## config.mk

```make
export PLATFORM = sky130hd
export DESIGN_NAME = fqr_host
export DESIGN_NICKNAME = d
export VERILOG_FILES = /design/src/verilog/fqr_bus_cycle.v /design/src/verilog/fqr_host.v
export VERILOG_INCLUDE_DIRS = /design/src /design/src/inc
export SDC_FILE = /design/constraint.sdc
export NUM_CORES = 1
export LEC_CHECK = 0
export BUFFER_PORTS_ARGS = -buffer_cell sky130_fd_sc_hd__buf_2
export CORE_MARGIN = 2
export CORE_UTILIZATION = 57
export CTS_CLUSTER_SIZE = 20
export DETAILED_ROUTE_END_ITERATION = 10
export PLACE_DENSITY = 0.78
export SYNTH_ARGS = -nofsm -noshare
export SYNTH_HDL_FRONTEND = slang
export SYNTH_SLANG_ARGS = --single-unit
```

## constraint.sdc

```tcl
create_clock -name ref_clk -period 3.15 [get_ports ref_clk]
set_input_delay 0.315 -clock ref_clk [delete_from_list [all_inputs] [get_ports ref_clk]]
set_output_delay 0.315 -clock ref_clk [all_outputs]
set_load 0.1 [all_outputs]
```

## src/inc/fqr_map.vh

```
`ifndef FQR_MAP_VH
`define FQR_MAP_VH
// Command codes and unlock addresses (word mode)
`define FQR_UNLOCK1_ADDR   22'h000555
`define FQR_UNLOCK2_ADDR   22'h0002aa
`define FQR_UNLOCK1_DATA   16'h00aa
`define FQR_UNLOCK2_DATA   16'h0055
`define FQR_QUERY_ADDR     22'h000055
`define FQR_QUERY_DATA     16'h0098
`define FQR_RESET_DATA     16'h00f0
`define FQR_PROG_DATA      16'h00a0
`define FQR_ERASE_SET_DATA 16'h0080
`define FQR_BLK_ERASE_DATA 16'h0030
`define FQR_SUSPEND_DATA   16'h00b0
`define FQR_RESUME_DATA    16'h0030
// Query table offsets and expected values
`define FQR_Q_SIG0         22'h000010
`define FQR_Q_SIG0_VAL     16'h0051
`define FQR_Q_EXT_PTR      22'h000015
`define FQR_Q_WRITE_TMO    22'h00001f
`define FQR_Q_DEV_SIZE     22'h000027
`define FQR_Q_DEV_SIZE_VAL 16'h0017
`define FQR_Q_REGIONS      22'h00002c
`define FQR_Q_SUSPEND      22'h000046
`define FQR_Q_SUSPEND_VAL  16'h0002
`define FQR_Q_SIMUL        22'h00004a
`define FQR_Q_BOOT_FLAG    22'h00004f
// Status word bit positions
`define FQR_POLL_BIT       7
`define FQR_TOGGLE1_BIT    6
`define FQR_TIMEOUT_BIT    5
`define FQR_RSVD_MID_BIT   4
`define FQR_WINDOW_BIT     3
`define FQR_TOGGLE2_BIT    2
// Avalon register offsets (word index)
`define FQR_REG_CTRL       3'h0
`define FQR_REG_ADDR       3'h1
`define FQR_REG_WDATA      3'h2
`define FQR_REG_STATUS     3'h3
`define FQR_REG_RDATA      3'h4
`define FQR_REG_LASTSTAT   3'h5
// Control opcodes
`define FQR_OP_READ        3'h0
`define FQR_OP_QUERY       3'h1
`define FQR_OP_EXIT        3'h2
`define FQR_OP_PROG        3'h3
`define FQR_OP_ERASE       3'h4
`define FQR_OP_SUSPEND     3'h5
`define FQR_OP_RESUME      3'h6
`define FQR_OP_POLLREAD    3'h7
// Bus cycle phase length minus one, in ref_clk cycles
`define FQR_PHASE_CYC      4'h3
`endif

```

## src/verilog/fqr_bus_cycle.v

```verilog
`timescale 1ns/1ps
// One asynchronous bus cycle on the flash pins, paced by ref_clk
module fqr_bus_cycle #(
    parameter AW = 22,
    parameter DW = 16
) (
    // Clock and reset
    input  wire          ref_clk,
    input  wire          rst,
    // Request
    input  wire          start,
    input  wire          isWrite,
    input  wire [AW-1:0] addr,
    input  wire [DW-1:0] wdata,
    output wire          busy,
    output reg           done_q,
    output reg  [DW-1:0] rdata_q,
    // Flash pins
    output reg  [AW-1:0] flashAddr_q,
    input  wire [DW-1:0] flashDqIn,
    output reg  [DW-1:0] flashDqOut_q,
    output reg           flashDqOe_q,
    output reg           flashCeN_q,
    output reg           flashOeN_q,
    output reg           flashWeN_q
);
`include "fqr_map.vh"
    localparam S_IDLE  = 2'd0;
    localparam S_SETUP = 2'd1;
    localparam S_PULSE = 2'd2;
    localparam S_HOLD  = 2'd3;
    reg [1:0] state_q;
    reg [3:0] cnt_q;
    reg       wr_q;
    assign busy = (state_q != S_IDLE);
    always @(posedge ref_clk) begin
        if (rst) begin
            state_q      <= S_IDLE;
            cnt_q        <= 4'h0;
            wr_q         <= 1'b0;
            done_q       <= 1'b0;
            rdata_q      <= {DW{1'b0}};
            flashAddr_q  <= {AW{1'b0}};
            flashDqOut_q <= {DW{1'b0}};
            flashDqOe_q  <= 1'b0;
            flashCeN_q   <= 1'b1;
            flashOeN_q   <= 1'b1;
            flashWeN_q   <= 1'b1;
        end else begin
            done_q <= 1'b0;
            case (state_q)
                S_IDLE: begin
                    if (start) begin
                        flashAddr_q  <= addr;
                        flashDqOut_q <= wdata;
                        flashDqOe_q  <= isWrite;
                        wr_q         <= isWrite;
                        flashCeN_q   <= 1'b0;
                        cnt_q        <= `FQR_PHASE_CYC;
                        state_q      <= S_SETUP;
                    end
                end
                S_SETUP: begin
                    if (cnt_q == 4'h0) begin
                        flashWeN_q <= ~wr_q;
                        flashOeN_q <= wr_q;
                        cnt_q      <= `FQR_PHASE_CYC;
                        state_q    <= S_PULSE;
                    end else begin
                        cnt_q <= cnt_q - 4'h1;
                    end
                end
                S_PULSE: begin
                    if (cnt_q == 4'h0) begin
                        // Sample before OE rises; each read is one OE access
                        rdata_q    <= flashDqIn;
                        flashWeN_q <= 1'b1;
                        flashOeN_q <= 1'b1;
                        cnt_q      <= `FQR_PHASE_CYC;
                        state_q    <= S_HOLD;
                    end else begin
                        cnt_q <= cnt_q - 4'h1;
                    end
                end
                S_HOLD: begin
                    if (cnt_q == 4'h0) begin
                        flashCeN_q  <= 1'b1;
                        flashDqOe_q <= 1'b0;
                        done_q      <= 1'b1;
                        state_q     <= S_IDLE;
                    end else begin
                        cnt_q <= cnt_q - 4'h1;
                    end
                end
                default: state_q <= S_IDLE;
            endcase
        end
    end
endmodule // fqr_bus_cycle

```

## src/verilog/fqr_host.v

```verilog
`timescale 1ns/1ps
module fqr_host #(
    parameter AW = 22,
    parameter DW = 16,
    parameter CLK_MHZ = 25,
    parameter WINDOW_US = 50
) (
    // Clock and reset
    input  wire          ref_clk,
    input  wire          rst,
    // Avalon-MM slave
    input  wire [2:0]    avsAddress,
    input  wire          avsRead,
    input  wire          avsWrite,
    input  wire [31:0]   avsWritedata,
    output reg  [31:0]   avsReaddata,
    output wire          avsWaitrequest,
    // Flash pins
    output wire [AW-1:0] flashAddr,
    input  wire [DW-1:0] flashDqIn,
    output wire [DW-1:0] flashDqOut,
    output wire          flashDqOe,
    output wire          flashCeN,
    output wire          flashOeN,
    output wire          flashWeN,
    input  wire          readyBusyN
);
`include "fqr_map.vh"
    localparam [31:0] WINDOW_FULL = WINDOW_US * CLK_MHZ;
    localparam [15:0] WINDOW_CYC = WINDOW_FULL[15:0];
    localparam H_IDLE = 3'd0;
    localparam H_SEQ  = 3'd1;
    localparam H_POLL = 3'd2;
    localparam H_PCHK = 3'd3;
    localparam H_SREAD = 3'd4;

    reg [2:0]    hstate_q;
    reg [2:0]    op_q;
    reg [2:0]    step_q;
    reg [2:0]    nSteps_q;
    reg [AW-1:0] addr_q;
    reg [15:0]   wdata_q;
    reg [15:0]   rdata_q;
    reg [15:0]   prevStat_q;
    reg          inQuery_q;
    reg          erasing_q;
    reg          suspended_q;
    reg          failed_q;
    reg          opDone_q;
    reg          refused_q;
    reg          rdPend_q;
    reg [15:0]   winCnt_q;
    reg          cycStart;
    reg          cycWr;
    reg [AW-1:0] cycAddr;
    reg [15:0]   cycData;
    wire         cycBusy;
    wire         cycDone;
    wire [15:0]  cycRdata;
    wire         hostBusy = (hstate_q != H_IDLE);
    wire         hostFree = !hostBusy;
    wire         ctrlWr = avsWrite && (avsAddress == `FQR_REG_CTRL);

    // Reserved bits masked; only meaningful flag bits kept
    function [15:0] stat_clean;
        input [15:0] s;
        begin
            stat_clean = s & 16'h00ec;
        end
    endfunction

    // Command sequence per step: address and data
    function [AW+15:0] seq_word;
        input [2:0] op;
        input [2:0] st;
        input [AW-1:0] a;
        input [15:0] d;
        begin
            seq_word = {`FQR_UNLOCK1_ADDR, `FQR_RESET_DATA};
            case (op)
                `FQR_OP_QUERY:
                    seq_word = {`FQR_QUERY_ADDR, `FQR_QUERY_DATA};
                `FQR_OP_EXIT:
                    seq_word = {`FQR_UNLOCK1_ADDR, `FQR_RESET_DATA};
                `FQR_OP_SUSPEND:
                    seq_word = {a, `FQR_SUSPEND_DATA};
                `FQR_OP_RESUME:
                    seq_word = {a, `FQR_RESUME_DATA};
                `FQR_OP_READ, `FQR_OP_POLLREAD:
                    seq_word = {a, d};
                `FQR_OP_PROG: begin
                    case (st)
                        3'd0: seq_word = {`FQR_UNLOCK1_ADDR, `FQR_UNLOCK1_DATA};
                        3'd1: seq_word = {`FQR_UNLOCK2_ADDR, `FQR_UNLOCK2_DATA};
                        3'd2: seq_word = {`FQR_UNLOCK1_ADDR, `FQR_PROG_DATA};
                        default: seq_word = {a, d};
                    endcase
                end
                `FQR_OP_ERASE: begin
                    case (st)
                        3'd0, 3'd3:
                            seq_word = {`FQR_UNLOCK1_ADDR, `FQR_UNLOCK1_DATA};
                        3'd1, 3'd4:
                            seq_word = {`FQR_UNLOCK2_ADDR, `FQR_UNLOCK2_DATA};
                        3'd2:
                            seq_word = {`FQR_UNLOCK1_ADDR, `FQR_ERASE_SET_DATA};
                        default: seq_word = {a, `FQR_BLK_ERASE_DATA};
                    endcase
                end
                default: seq_word = {`FQR_UNLOCK1_ADDR, `FQR_RESET_DATA};
            endcase
        end
    endfunction

    function [2:0] seq_len;
        input [2:0] op;
        begin
            case (op)
                `FQR_OP_PROG:  seq_len = 3'd4;
                `FQR_OP_ERASE: seq_len = 3'd6;
                default:       seq_len = 3'd1;
            endcase
        end
    endfunction

    // Extra erase commands only while window runs or erase is suspended; suspend, poll-read and exit allowed throughout
    wire eraseAllowed = !erasing_q || (winCnt_q != 16'h0000);
    wire cmdRefuse = erasing_q && !suspended_q
        && (avsWritedata[2:0] != `FQR_OP_SUSPEND)
        && (avsWritedata[2:0] != `FQR_OP_POLLREAD)
        && !((avsWritedata[2:0] == `FQR_OP_ERASE) && eraseAllowed)
        && (avsWritedata[2:0] != `FQR_OP_EXIT);

    // One wait state on reads so registered data stands at the accept edge
    assign avsWaitrequest = avsRead && !rdPend_q;

    always @* begin
        cycStart = (hstate_q == H_SEQ || hstate_q == H_POLL
                    || hstate_q == H_SREAD) && !cycBusy && !cycDone;
        cycWr    = (hstate_q == H_SEQ) && (op_q != `FQR_OP_READ)
                   && (op_q != `FQR_OP_POLLREAD);
        {cycAddr, cycData} = seq_word(op_q, step_q, addr_q, wdata_q);
        if (hstate_q != H_SEQ) begin
            cycAddr = addr_q;
        end
    end

    always @(posedge ref_clk) begin
        if (rst) begin
            avsReaddata <= 32'h0000_0000;
            rdPend_q    <= 1'b0;
        end else begin
            rdPend_q <= avsRead && !rdPend_q;
            case (avsAddress)
                `FQR_REG_CTRL:   avsReaddata <= {29'h0, op_q};
                `FQR_REG_ADDR:   avsReaddata <= {{(32-AW){1'b0}}, addr_q};
                `FQR_REG_WDATA:  avsReaddata <= {16'h0, wdata_q};
                `FQR_REG_STATUS: avsReaddata <= {23'h0, refused_q,
                    readyBusyN, failed_q, opDone_q, suspended_q,
                    erasing_q, inQuery_q, hostBusy};
                `FQR_REG_RDATA:  avsReaddata <= {16'h0, rdata_q};
                `FQR_REG_LASTSTAT: avsReaddata <= {16'h0, prevStat_q};
                default:         avsReaddata <= 32'h0000_0000;
            endcase
        end
    end

    always @(posedge ref_clk) begin
        if (rst) begin
            hstate_q <= H_IDLE;
            op_q <= `FQR_OP_READ;
            step_q <= 3'd0;
            nSteps_q <= 3'd1;
            addr_q <= {AW{1'b0}};
            wdata_q <= 16'h0000;
            rdata_q <= 16'h0000;
            prevStat_q <= 16'h0000;
            inQuery_q <= 1'b0;
            erasing_q <= 1'b0;
            suspended_q <= 1'b0;
            failed_q <= 1'b0;
            opDone_q <= 1'b0;
            refused_q <= 1'b0;
            winCnt_q <= 16'h0000;
        end else begin
            if (winCnt_q != 16'h0000) begin
                winCnt_q <= winCnt_q - 16'h0001;
            end
            if (avsWrite && hostFree && avsAddress == `FQR_REG_ADDR) begin
                addr_q <= avsWritedata[AW-1:0];
            end
            if (avsWrite && hostFree && avsAddress == `FQR_REG_WDATA) begin
                wdata_q <= avsWritedata[15:0];
            end
            if (ctrlWr && hostFree) begin
                if (cmdRefuse) begin
                    refused_q <= 1'b1;
                end else begin
                    refused_q <= 1'b0;
                    op_q <= avsWritedata[2:0];
                    step_q <= (avsWritedata[2:0] == `FQR_OP_ERASE
                               && erasing_q) ? 3'd5 : 3'd0;
                    nSteps_q <= seq_len(avsWritedata[2:0]);
                    opDone_q <= 1'b0;
                    hstate_q <= H_SEQ;
                end
            end
            case (hstate_q)
                H_IDLE: begin
                end
                H_SEQ: begin
                    if (cycDone) begin
                        if (step_q + 3'd1 < nSteps_q) begin
                            step_q <= step_q + 3'd1;
                        end else begin
                            case (op_q)
                                `FQR_OP_QUERY: inQuery_q <= 1'b1;
                                `FQR_OP_EXIT: begin
                                    inQuery_q <= 1'b0;
                                    erasing_q <= 1'b0;
                                    suspended_q <= 1'b0;
                                    failed_q <= 1'b0;
                                end
                                `FQR_OP_SUSPEND: suspended_q <= erasing_q;
                                `FQR_OP_RESUME: suspended_q <= 1'b0;
                                `FQR_OP_ERASE: begin
                                    erasing_q <= 1'b1;
                                    winCnt_q <= WINDOW_CYC;
                                end
                                default: begin
                                end
                            endcase
                            if (op_q == `FQR_OP_READ) begin
                                // Upper byte zero in query mode
                                rdata_q <= inQuery_q ?
                                    {8'h00, cycRdata[7:0]} : cycRdata;
                                opDone_q <= 1'b1;
                                hstate_q <= H_IDLE;
                            end else if (op_q == `FQR_OP_ERASE) begin
                                // Host stays free so the window can be used
                                hstate_q <= H_IDLE;
                            end else if (op_q == `FQR_OP_PROG
                                         || op_q == `FQR_OP_POLLREAD) begin
                                // First status read follows last sequence cycle: the WE rise for program, a read for poll-read
                                hstate_q <= H_POLL;
                            end else begin
                                opDone_q <= 1'b1;
                                hstate_q <= H_IDLE;
                            end
                        end
                    end
                end
                H_POLL: begin
                    if (cycDone) begin
                        prevStat_q <= stat_clean(cycRdata);
                        hstate_q <= H_SREAD;
                    end
                end
                H_SREAD: begin
                    if (cycDone) begin
                        rdata_q <= cycRdata;
                        hstate_q <= H_PCHK;
                    end
                end
                H_PCHK: begin
                    // Older word kept until compared, then replaced
                    prevStat_q <= stat_clean(rdata_q);
                    // Toggle one steady across two reads means not busy
                    if (rdata_q[`FQR_TOGGLE1_BIT]
                        == prevStat_q[`FQR_TOGGLE1_BIT]
                        && (op_q != `FQR_OP_PROG
                            || rdata_q == wdata_q)) begin
                        opDone_q <= 1'b1;
                        if (!suspended_q) begin
                            erasing_q <= 1'b0;
                        end
                        hstate_q <= H_IDLE;
                    end else if (rdata_q[`FQR_TIMEOUT_BIT]) begin
                        failed_q <= 1'b1;
                        hstate_q <= H_IDLE;
                    end else if (op_q == `FQR_OP_POLLREAD) begin
                        hstate_q <= H_IDLE;
                    end else begin
                        hstate_q <= H_SREAD;
                    end
                end
                default: hstate_q <= H_IDLE;
            endcase
        end
    end

    fqr_bus_cycle #(
        .AW (AW),
        .DW (DW)
    ) uCycle (
        .ref_clk      (ref_clk),
        .rst          (rst),
        .start        (cycStart),
        .isWrite      (cycWr),
        .addr         (cycAddr),
        .wdata        (cycData),
        .busy         (cycBusy),
        .done_q       (cycDone),
        .rdata_q      (cycRdata),
        .flashAddr_q  (flashAddr),
        .flashDqIn    (flashDqIn),
        .flashDqOut_q (flashDqOut),
        .flashDqOe_q  (flashDqOe),
        .flashCeN_q   (flashCeN),
        .flashOeN_q   (flashOeN),
        .flashWeN_q   (flashWeN)
    );
endmodule // fqr_host

```

==> results of run 1 <==
==> Yosys cell counts, types with 3 or more instances <==
| library cell | number | share of area |
|---|---|---|
| a2111oi_0 | 3 | 0.0031 |
| nand4_1 | 9 | 0.0066 |
| ha_1 | 14 | 0.021 |
| mux2_2 | 7 | 0.0093 |
| or4_1 | 4 | 0.0035 |
| nand2_1 | 156 | 0.069 |
| nor4_1 | 9 | 0.0066 |
| nor2_1 | 104 | 0.046 |
| a211oi_1 | 11 | 0.0097 |
| o22ai_1 | 3 | 0.0022 |
| o21ai_0 | 37 | 0.022 |
| dfxtp_1 | 182 | 0.43 |
| o31ai_1 | 4 | 0.0035 |
| xor2_1 | 25 | 0.026 |
| a21o_1 | 6 | 0.0053 |
| nor3_1 | 17 | 0.010 |
| a22oi_1 | 28 | 0.025 |
| inv_1 | 25 | 0.011 |
| clkbuf_1 | 42 | 0.019 |
| nand3_1 | 26 | 0.015 |
| a31oi_1 | 9 | 0.0066 |
| a21oi_1 | 109 | 0.064 |
| buf_1 | 6 | 0.0027 |
| nor3b_1 | 7 | 0.0062 |
| o22a_1 | 8 | 0.0083 |
| buf_2 | 13 | 0.0077 |
| mux2i_1 | 49 | 0.058 |
| o211ai_1 | 6 | 0.0053 |
| and2_1 | 13 | 0.0096 |
| nand2b_1 | 10 | 0.0074 |
| nand3b_1 | 3 | 0.0027 |
| nor2b_1 | 13 | 0.0096 |
| buf_4 | 11 | 0.0097 |
| o21bai_1 | 3 | 0.0027 |
==> layout make-up <==
type                            count  area (sq um)
Fill cell                        1236          4870
Multi-Input combinational cell    753          4460
Sequential cell                   182          3640
Timing Repair Buffer              127           681
Clock buffer                       20           447
Tap cell                          184           230
Clock inverter                     12           108
Inverter                           25          93.8
==> cell families after synthesis <==
kind of cell | synth area share
mux | 0.0671
fa+ha+maj | 0.0206
buf+inv | 0.0510
other cells | 0.000442
simple gates | 0.214
xor+xnor | 0.0279
compound gates | 0.190
flops | 0.429
==> cell usage in the layout (no fill, tap or decap), types with 25 or more instances in the layout <==
cell type	netlist	layout
o21ai_0	37	37
inv_1	25	25
nand3_1	26	26
a21oi_1	109	109
nor2_1	104	104
xor2_1	25	25
nand2_1	156	156
buf_2	13	109
mux2i_1	49	49
dfxtp_1	182	182
a22oi_1	28	28
==> where the power goes <==
group	leakage, nW	internal (mW)	switching (mW)
sequential	1.47	2.44	0.137
combinational	2.15	0.443	0.884
clock	0.272	1.06	0.960
==> through the flow <==
step                      hold WS, ns  instance area, sq um  cells
after global placement          0.437                  9110   1271
after CTS                       0.104                  9660   1303
after floorplan                 0.433                  8520   1033
after global routing            0.108                  9660   1303
final                           0.112                  9660   1303
after detailed placement        0.447                  9110   1271
==> worst min-delay path: stages <==
cell	delay, ns
buf_2	0.09
nand2_1	0.04
a21oi_1	0.05
==> registers in the layout (all words and copies together) (netlist names), 2 cells and up <==
| register | cells |
|---|---|
| winCnt_q | 16 |
| uCycle.rdata_q | 16 |
| nSteps_q | 3 |
| uCycle.cnt_q | 4 |
| rdata_q | 16 |
| avsReaddata | 22 |
| uCycle.flashAddr_q | 22 |
| uCycle.flashDqOut_q | 16 |
| seq_word.d | 16 |
| prevStat_q | 5 |
| seq_word.st | 3 |
| op_q | 3 |
| hstate_q | 3 |
| uCycle.state_q | 2 |
| addr_q | 22 |
==> layer usage <==
layer | global-route usage | vias to the layer above | part of all wire
li1 | - | 3735 | -
met5 | 0 | - | 0
met2 | 0.431 | 334 | 0.45
met3 | 0.0489 | 41 | 0.081
met4 | 0.0905 | 0 | 0.020
met1 | 0.395 | 3547 | 0.45
==> final timing paths <==
kind | startpoint | depth (start not counted) | slack (ns) | endpoint
setup reg to reg | seq_word.st[0]$_SDFF_PP0_ | 8 | 0.53 | winCnt_q[4]$_SDFF_PP0_
hold reg to reg | uCycle.flashDqOut_q[13]$_SDFFE_PP0P_ | 2 | 0.46 | uCycle.flashDqOut_q[13]$_SDFFE_PP0P_
hold / removal | flashDqIn[10] | 3 | 0.11 | uCycle.rdata_q[10]$_SDFFE_PP0P_
setup / recovery | seq_word.st[0]$_SDFF_PP0_ | 8 | 0.53 | winCnt_q[4]$_SDFF_PP0_
==> metrics, run 1 <==
initial antenna violation count=0; post-layout min period=approximately 2.6 ns; final setup TNS=0 ns; synthesized flop and latch total=182; CTS tree=yes; CTS resizes=0; Netlist Area Pre-Place=approximately 8500 sq um; first-pass GRT wire length=between 30 and 40 mm; fin worst setup slack=between 0.5 and 0.6 ns; Crit Path Max Fanout=10; Post-CTS Setup Bufs=0; crit path cell chain=inv_1 -> ha_1 -> ha_1 -> a21boi_0 -> o21a_1 -> o211ai_2 -> nand2_1 -> a21oi_1; H-Tree Depth=4; Initial Util=0.584; Critical Path Slowest Stage Cell=o211ai_2; average wire per standard cell=16.9 um; Power Density=613 nW/um^2; Max VDD drop=~0.43 mV; yosys warns=0; clock root buffer master=clkbuf_16; P_leak=3.90 nW; Buffers on Ports=110; Worst-Skew Late Latency=between 0.4 and 0.5 ns; most used cell, CP=ha_1; ports placed on the boundary=between 100 and 150; Worst Setup End Kind=flop; worst slew pin tran=approximately 0.83 ns; Netlist cell types=74; Post-synth EDFFs=0; fmax=between 300 and 400 MHz; GRT Util Overall=0.278; row count=44; RD Place Congestion=slightly above 0.9; number of CTS-inserted buffers=17; Iter 0 DRT Violations=slightly below 800; status=complete, no violations; async set-or-reset flop fraction in the synthesized netlist=0; fraction of layout cells with a size suffix above 1=0.163; Routed Antenna Nets=0; post-DP HPWL=15.5 mm; Syn Area/Cell=roughly 8.3 sq um; number of global-route vias before repair=between 7,000 and 8,000; largest net degree at the start of global routing=50; CP Buf/Inv Count=1; die area=~16,000 sq um; Gate Count Post-Synth=between 1,000 and 1,500; worst path required time=3.51 ns; dpl ws=0.550 ns; MaxCap Viol Count=0; Final Util=0.665; total power=around 5.9 mW; Arrival @ worst endpoint=2.98 ns; Via density=around 6; largest stage delay on the critical path=around 0.47 ns; sequential area share after synthesis=0.429; Primary FF master, synth=dfxtp_1; worst setup path category=flop to flop; final worst path period share=0.831; nets@finish=about 1,200; die height=roughly 130 um; Post-CTS Hold Buffers=0; Max Slew Vio Count=0; Reg clk slew, reported paths=around 0.07 ns; final hold violation count=0; ant diodes=0; CTS sink cnt=182; Worst Setup Start Kind=flop; remaining routing DRC violations=0; clock skew=roughly 0.011 ns; Die X=about 130 um; GRT overflow=0; Pre-Repair DR Iteration Count=5; final setup fails=0; CTS Buffer Depth=2; Hold Path Class=input port to flop; Via Count=7,657; max-slew headroom at the worst pin=0.444; Syn-to-layout area delta=13.8%; CORE AREA=approximately 15,000 sq um; DRT Wirelength=~22 mm; unrepaired setup endpoints after global routing=no; Top delay family on crit path=compound AO/OA/AOI/OAI gates
No activity file was read; power rests on OpenSTA's default activity.
==> run 2, diff against run 1 <==
--- a/config.mk
+++ b/config.mk
@@ -8,10 +8,10 @@
 export LEC_CHECK = 0
 export BUFFER_PORTS_ARGS = -buffer_cell sky130_fd_sc_hd__buf_2
 export CORE_MARGIN = 2
-export CORE_UTILIZATION = 57
+export CORE_UTILIZATION = 51
 export CTS_CLUSTER_SIZE = 20
 export DETAILED_ROUTE_END_ITERATION = 10
-export PLACE_DENSITY = 0.78
+export PLACE_DENSITY = 0.74
 export SYNTH_ARGS = -nofsm -noshare
 export SYNTH_HDL_FRONTEND = slang
 export SYNTH_SLANG_ARGS = --single-unit
==> constraint.sdc (replaced) <==
create_clock -name ref_clk -period 2.4 [get_ports ref_clk]
set_input_delay 0.24 -clock ref_clk [delete_from_list [all_inputs] [get_ports ref_clk]]
set_output_delay 0.24 -clock ref_clk [all_outputs]
set_load 0.1 [all_outputs]
==> metrics, run 2 (same netlist as run 1, synthesis figures left out) <==
status=complete, no violations; beginning of the worst register-to-register path=seq_word.st[0]$_SDFF_PP0_; Via density=~5.7; Final Util=0.609; remaining routing DRC violations=0; max-slew headroom at the worst pin=0.454; Buffers on Ports=110; Post-CTS Hold Buffers=0; final cell count without fillers=about 1,400; clock root buffer master=clkbuf_16; H-Tree Depth=4; post-layout min period=2.28 ns; commonest non-fill, non-tap cell in the layout=dfxtp_1; Worst-Skew Late Latency=0.44 ns; ports placed on the boundary=between 100 and 150; Crit Path Max Fanout=8; Fillers=1,406; DRT Wirelength=23.0 mm; Worst R2R End=rdata_q[13]$_SDFFE_PP0P_; clock skew=roughly 0.012 ns; GRT Util Overall=0.259; Worst setup startpoint=seq_word.st[0]$_SDFF_PP0_; nets@finish=about 1,200; Top Registers=addr_q: 22 flops, avsReaddata: 22 flops, uCycle.flashAddr_q: 22 flops; Arrival @ worst endpoint=between 2 and 3 ns; largest net degree at the start of global routing=between 100 and 150; CORE AREA=approximately 16,000 sq um; worst setup path category=flop to flop; Die X=around 130 um; CTS sink cnt=around 180; final hold violation count=0; Routed Antenna Nets=0; CTS Buffer Depth=2; total power=between 8 and 9 mW; row count=between 40 and 50; Initial Util=0.517; flop-to-flop setup slack=approximately 0.12 ns; Pre-Repair DR Iteration Count=5; ant diodes=0; RD Place Congestion=0.925; Hold Path Class=input port to flop; fin area=approximately 10000 sq um; Worst Setup Start Kind=flop; die height=133 um; most frequent cells in the layout=dfxtp_1 (180), nand2_1 (156), buf_2 (109), a21oi_1 (108), nor2_1 (104); Worst Setup End Kind=flop; number of CTS-inserted buffers=17; fraction of layout cells with a size suffix above 1=0.185; initial antenna violation count=0; post-DP HPWL=16.4 mm; average wire per standard cell=16.9 um; Max VDD drop=~0.53 mV; Max Slew Vio Count=0; Syn-to-layout area delta=17.8%; Iter 0 DRT Violations=approximately 760; reg2reg path depth=9; die area=about 18,000 sq um; Reg clk slew, reported paths=0.07 ns; number of global-route vias before repair=7,131; CTS tree=yes; MaxCap Viol Count=0; first-pass GRT wire length=around 37 mm; dpl cells=~1,300; final worst path period share=0.951; GRT overflow=0; Via Count=7,772; worst path required time=2.77 ns; P_leak=4.04 nW; final setup fails=0; Power Density=approximately 800 nW/um^2; Post-DP Area=~9300 sq um; end point of the critical path=rdata_q[13]$_SDFFE_PP0P_; fmax=438 MHz; worst slew pin tran=0.820 ns
## run 2: cell types whose count changed in the layout (fill, tap and decap cells not counted), sizes merged
| cell | change |
|---|---|
| bufinv | +2 |
| clkbuf | -1 |
| inv | -2 |
| clkinvlp | +3 |
| clkinv | -1 |
| buf | +21 |
## run 2: report_power, final
group | switching, mW | internal (mW) | total, mW
sequential | 0.180 | 3.20 | 3.38
clock | 1.27 | 1.59 | 2.86
combinational | 1.14 | 0.631 | 1.77
total | 2.59 | 5.42 | 8.02
## run 2: worst min path at each step
| stage | start | to | cells after the start |
|---|---|---|---|
| after detailed placement | uCycle.flashDqOut_q[9]$_SDFFE_PP0P_ | uCycle.flashDqOut_q[9]$_SDFFE_PP0P_ | 2 |
| after CTS | avsWritedata[18] | addr_q[18]$_SDFFE_PP0P_ | 3 |
| after global routing | flashDqIn[5] | uCycle.rdata_q[5]$_SDFFE_PP0P_ | 3 |
| after floorplan | flashDqIn[0] | uCycle.rdata_q[0]$_SDFFE_PP0P_ | 2 |
| final | flashDqIn[2] | uCycle.rdata_q[2]$_SDFFE_PP0P_ | 3 |
| after global placement | uCycle.flashDqOut_q[10]$_SDFFE_PP0P_ | uCycle.flashDqOut_q[10]$_SDFFE_PP0P_ | 2 |
## run 2: through the flow
step | worst slack [ns] | hold WS (ns) | TNS (ns)
2_1_floorplan | 0.0666 | 0.376 | 0
3_3_place_gp | 0.104 | 0.437 | 0
3_5_place_dp | 0.0502 | 0.443 | 0
4_1_cts | 0.0313 | 0.0254 | 0
5_1_grt | -0.0144 | 0.0438 | -0.0346
6_report | 0.117 | 0.0345 | 0
## run 2: layer usage
metal | global-route usage | routed length [um]
met5 | 0 | 0
met1 | 0.375 | 10800
met3 | 0.0421 | 1590
met2 | 0.396 | 10100
met4 | 0.0854 | 469
## run 2: worst max-delay path, stage by stage (launching register included)
cell and delay, ns:
dfxtp_4 0.36, inv_1 0.14, ha_4 0.23, ha_1 0.26
a21boi_2 0.17, o21a_1 0.21, o211ai_1 0.16, a21oi_4 0.31
clkbuf_16 0.22, mux2i_1 0.17
## run 2: what timing repair did
item | CTS | global route
buffers inserted | 0 | 0
setup endpoints to repair | 0 | 39
gates resized for setup | 0 | 9
## run 2: cell type report
class	count	area, sq um	share of cell area
Clock buffer	18	439	0.0439
Clock inverter	14	165	0.0165
Inverter	25	93.8	0.00938
Multi-Input combinational cell	753	4490	0.449
Sequential cell	182	3650	0.365
Tap cell	220	275	0.0275
Timing Repair Buffer	149	888	0.0888
==> run 3, diff against run 2 <==
--- a/config.mk
+++ b/config.mk
@@ -6,7 +6,7 @@
 export SDC_FILE = /design/constraint.sdc
 export NUM_CORES = 1
 export LEC_CHECK = 0
-export BUFFER_PORTS_ARGS = -buffer_cell sky130_fd_sc_hd__buf_2
+export BUFFER_PORTS_ARGS = -buffer_cell sky130_fd_sc_hd__buf_4
 export CORE_MARGIN = 2
 export CORE_UTILIZATION = 51
 export CTS_CLUSTER_SIZE = 20
==> metrics, run 3 (same netlist as run 1, synthesis figures left out) <==
status=complete, no violations; CTS tree=yes; Iter 0 DRT Violations=748; met2 Track Usage GR=0.392; final setup fails=0; Worst Setup Start Kind=flop; average wire per standard cell=approximately 17 um; P_leak=4.09 nW; first-pass GRT wire length=roughly 37 mm; final setup TNS=0 ns; Worst-Skew Late Latency=0.43 ns; number of global-route vias before repair=~7,000; Worst setup startpoint=seq_word.st[0]$_SDFF_PP0_; Reg clk slew, reported paths=about 0.070 ns; flop-to-flop setup slack=~0.095 ns; max-slew headroom at the worst pin=0.472; clock skew=approximately 0.011 ns; die height=between 100 and 150 um; nets@finish=between 1,000 and 1,500; remaining routing DRC violations=0; post-layout min period=~2.3 ns; end point of the critical path=inQuery_q$_SDFFE_PP0P_; clock root buffer master=clkbuf_16; number of CTS-inserted buffers=17; ports placed on the boundary=~130; hold_ws=0.0538 ns; row count=47; Buffers on Ports=between 100 and 150; most used routing layer=met2; unrepaired setup endpoints after global routing=yes; GRT overflow=0; Arrival @ worst endpoint=~2.6 ns; CORE AREA=between 15,000 and 20,000 sq um; Via density=5.68; Die X=between 100 and 150 um; Power Density=slightly below 800 nW/um^2; Pre-Repair DR Iteration Count=6; commonest non-fill, non-tap cell in the layout=dfxtp_1; GR Layer Usage met3=0.0460; final cell count without fillers=approximately 1,400; sequential cell area=3640 sq um; H-Tree Depth=4; most frequent cells in the layout=dfxtp_1 (182), nand2_1 (156), buf_4 (149), a21oi_1 (108), nor2_1 (104); total power=approximately 8.1 mW; largest net degree at the start of global routing=93; worst path required time=2.68 ns; GRT Util Overall=0.261; final worst path period share=0.960; die area=17,700 sq um; DRT Wirelength=23.1 mm; Fillers=about 1,400; met1 Track Usage GR=0.380; Top Registers=addr_q: 22 flops, avsReaddata: 22 flops, uCycle.flashAddr_q: 22 flops; beginning of the worst register-to-register path=seq_word.st[0]$_SDFF_PP0_; Post-CTS Hold Buffers=0; Initial Util=0.517; MaxCap Viol Count=0; initial antenna violation count=0; worst slew pin tran=about 0.8 ns; dpl cells=~1,300; Max Slew Vio Count=0; worst setup path category=flop to flop; Syn-to-layout area delta=20.9%; fmax=between 400 and 500 MHz; Max VDD drop=between 0.5 and 0.6 mV; Post-CTS Setup Bufs=0; post-DP HPWL=between 15 and 20 mm; Worst R2R End=inQuery_q$_SDFFE_PP0P_; Final Util=0.626; RD Place Congestion=0.946; Routed Antenna Nets=0; Hold Path Class=input port to flop; CTS Buffer Depth=2; hold wc startpoint=flashDqIn[14]; Crit Path Max Fanout=6; Via Count=around 7,700; fraction of layout cells with a size suffix above 1=0.183; ant diodes=0; reg2reg path depth=9; final hold violation count=0; Worst Setup End Kind=flop; Multi-input gate area=around 4500 sq um; CTS sink cnt=around 180
## run 3: area by class of cell
| type | count | share of cell area |
|---|---|---|
| Timing Repair Buffer | 151 | 0.113 |
| Inverter | 25 | 0.00914 |
| Clock inverter | 15 | 0.0188 |
| Tap cell | 220 | 0.0268 |
| Multi-Input combinational cell | 753 | 0.436 |
| Sequential cell | 182 | 0.355 |
| Clock buffer | 17 | 0.0414 |
## run 3: critical path, stage by stage, from the launching register on
cell	delay, ns
dfxtp_1	0.31
buf_4	0.15
ha_1	0.19
ha_1	0.28
inv_1	0.04
ha_1	0.28
o21ai_0	0.16
a21oi_2	0.22
a21oi_1	0.09
a2111oi_0	0.43
## run 3: worst min-delay path by stage
stage	end	slack, ns	cells after the start
detailed placement	uCycle.rdata_q[9]$_SDFFE_PP0P_	0.45	2
global route	addr_q[16]$_SDFFE_PP0P_	0.05	3
global placement	uCycle.flashDqOut_q[13]$_SDFFE_PP0P_	0.44	2
floorplan	uCycle.rdata_q[0]$_SDFFE_PP0P_	0.38	2
finish	uCycle.rdata_q[14]$_SDFFE_PP0P_	0.05	3
CTS	seq_word.d[3]$_SDFFE_PP0P_	0.04	3
## run 3: report_power, final
group / leakage, nW / switching [mW] / total (mW) / internal, mW
clock: 0.300 / 1.27 / 2.94 / 1.67
combinational: 2.32 / 1.14 / 1.81 / 0.671
sequential: 1.47 / 0.178 / 3.38 / 3.20
total: 4.09 / 2.59 / 8.13 / 5.55
## run 3: layer usage
| layer | vias to the layer above | share of wire |
|---|---|---|
| li1 | 3782 | - |
| met1 | 3662 | 0.48 |
| met2 | 259 | 0.44 |
| met3 | 34 | 0.065 |
| met4 | 0 | 0.021 |
| met5 | - | 0 |
## run 3: stage by stage
| step | area (sq um) | setup WS, ns |
|---|---|---|
| 3_5_place_dp | 9640 | 0.0879 |
| 5_1_grt | 10300 | -0.000453 |
| 6_report | 10300 | 0.0951 |
| 4_1_cts | 10300 | 0.0467 |
| 3_3_place_gp | 9640 | 0.130 |
| 2_1_floorplan | 8530 | 0.0666 |
## run 3: timing repair
action	4_1_cts	5_1_grt
setup endpoints to repair	0	21
resized for setup	0	4
endpoints found under the hold margin	0	0
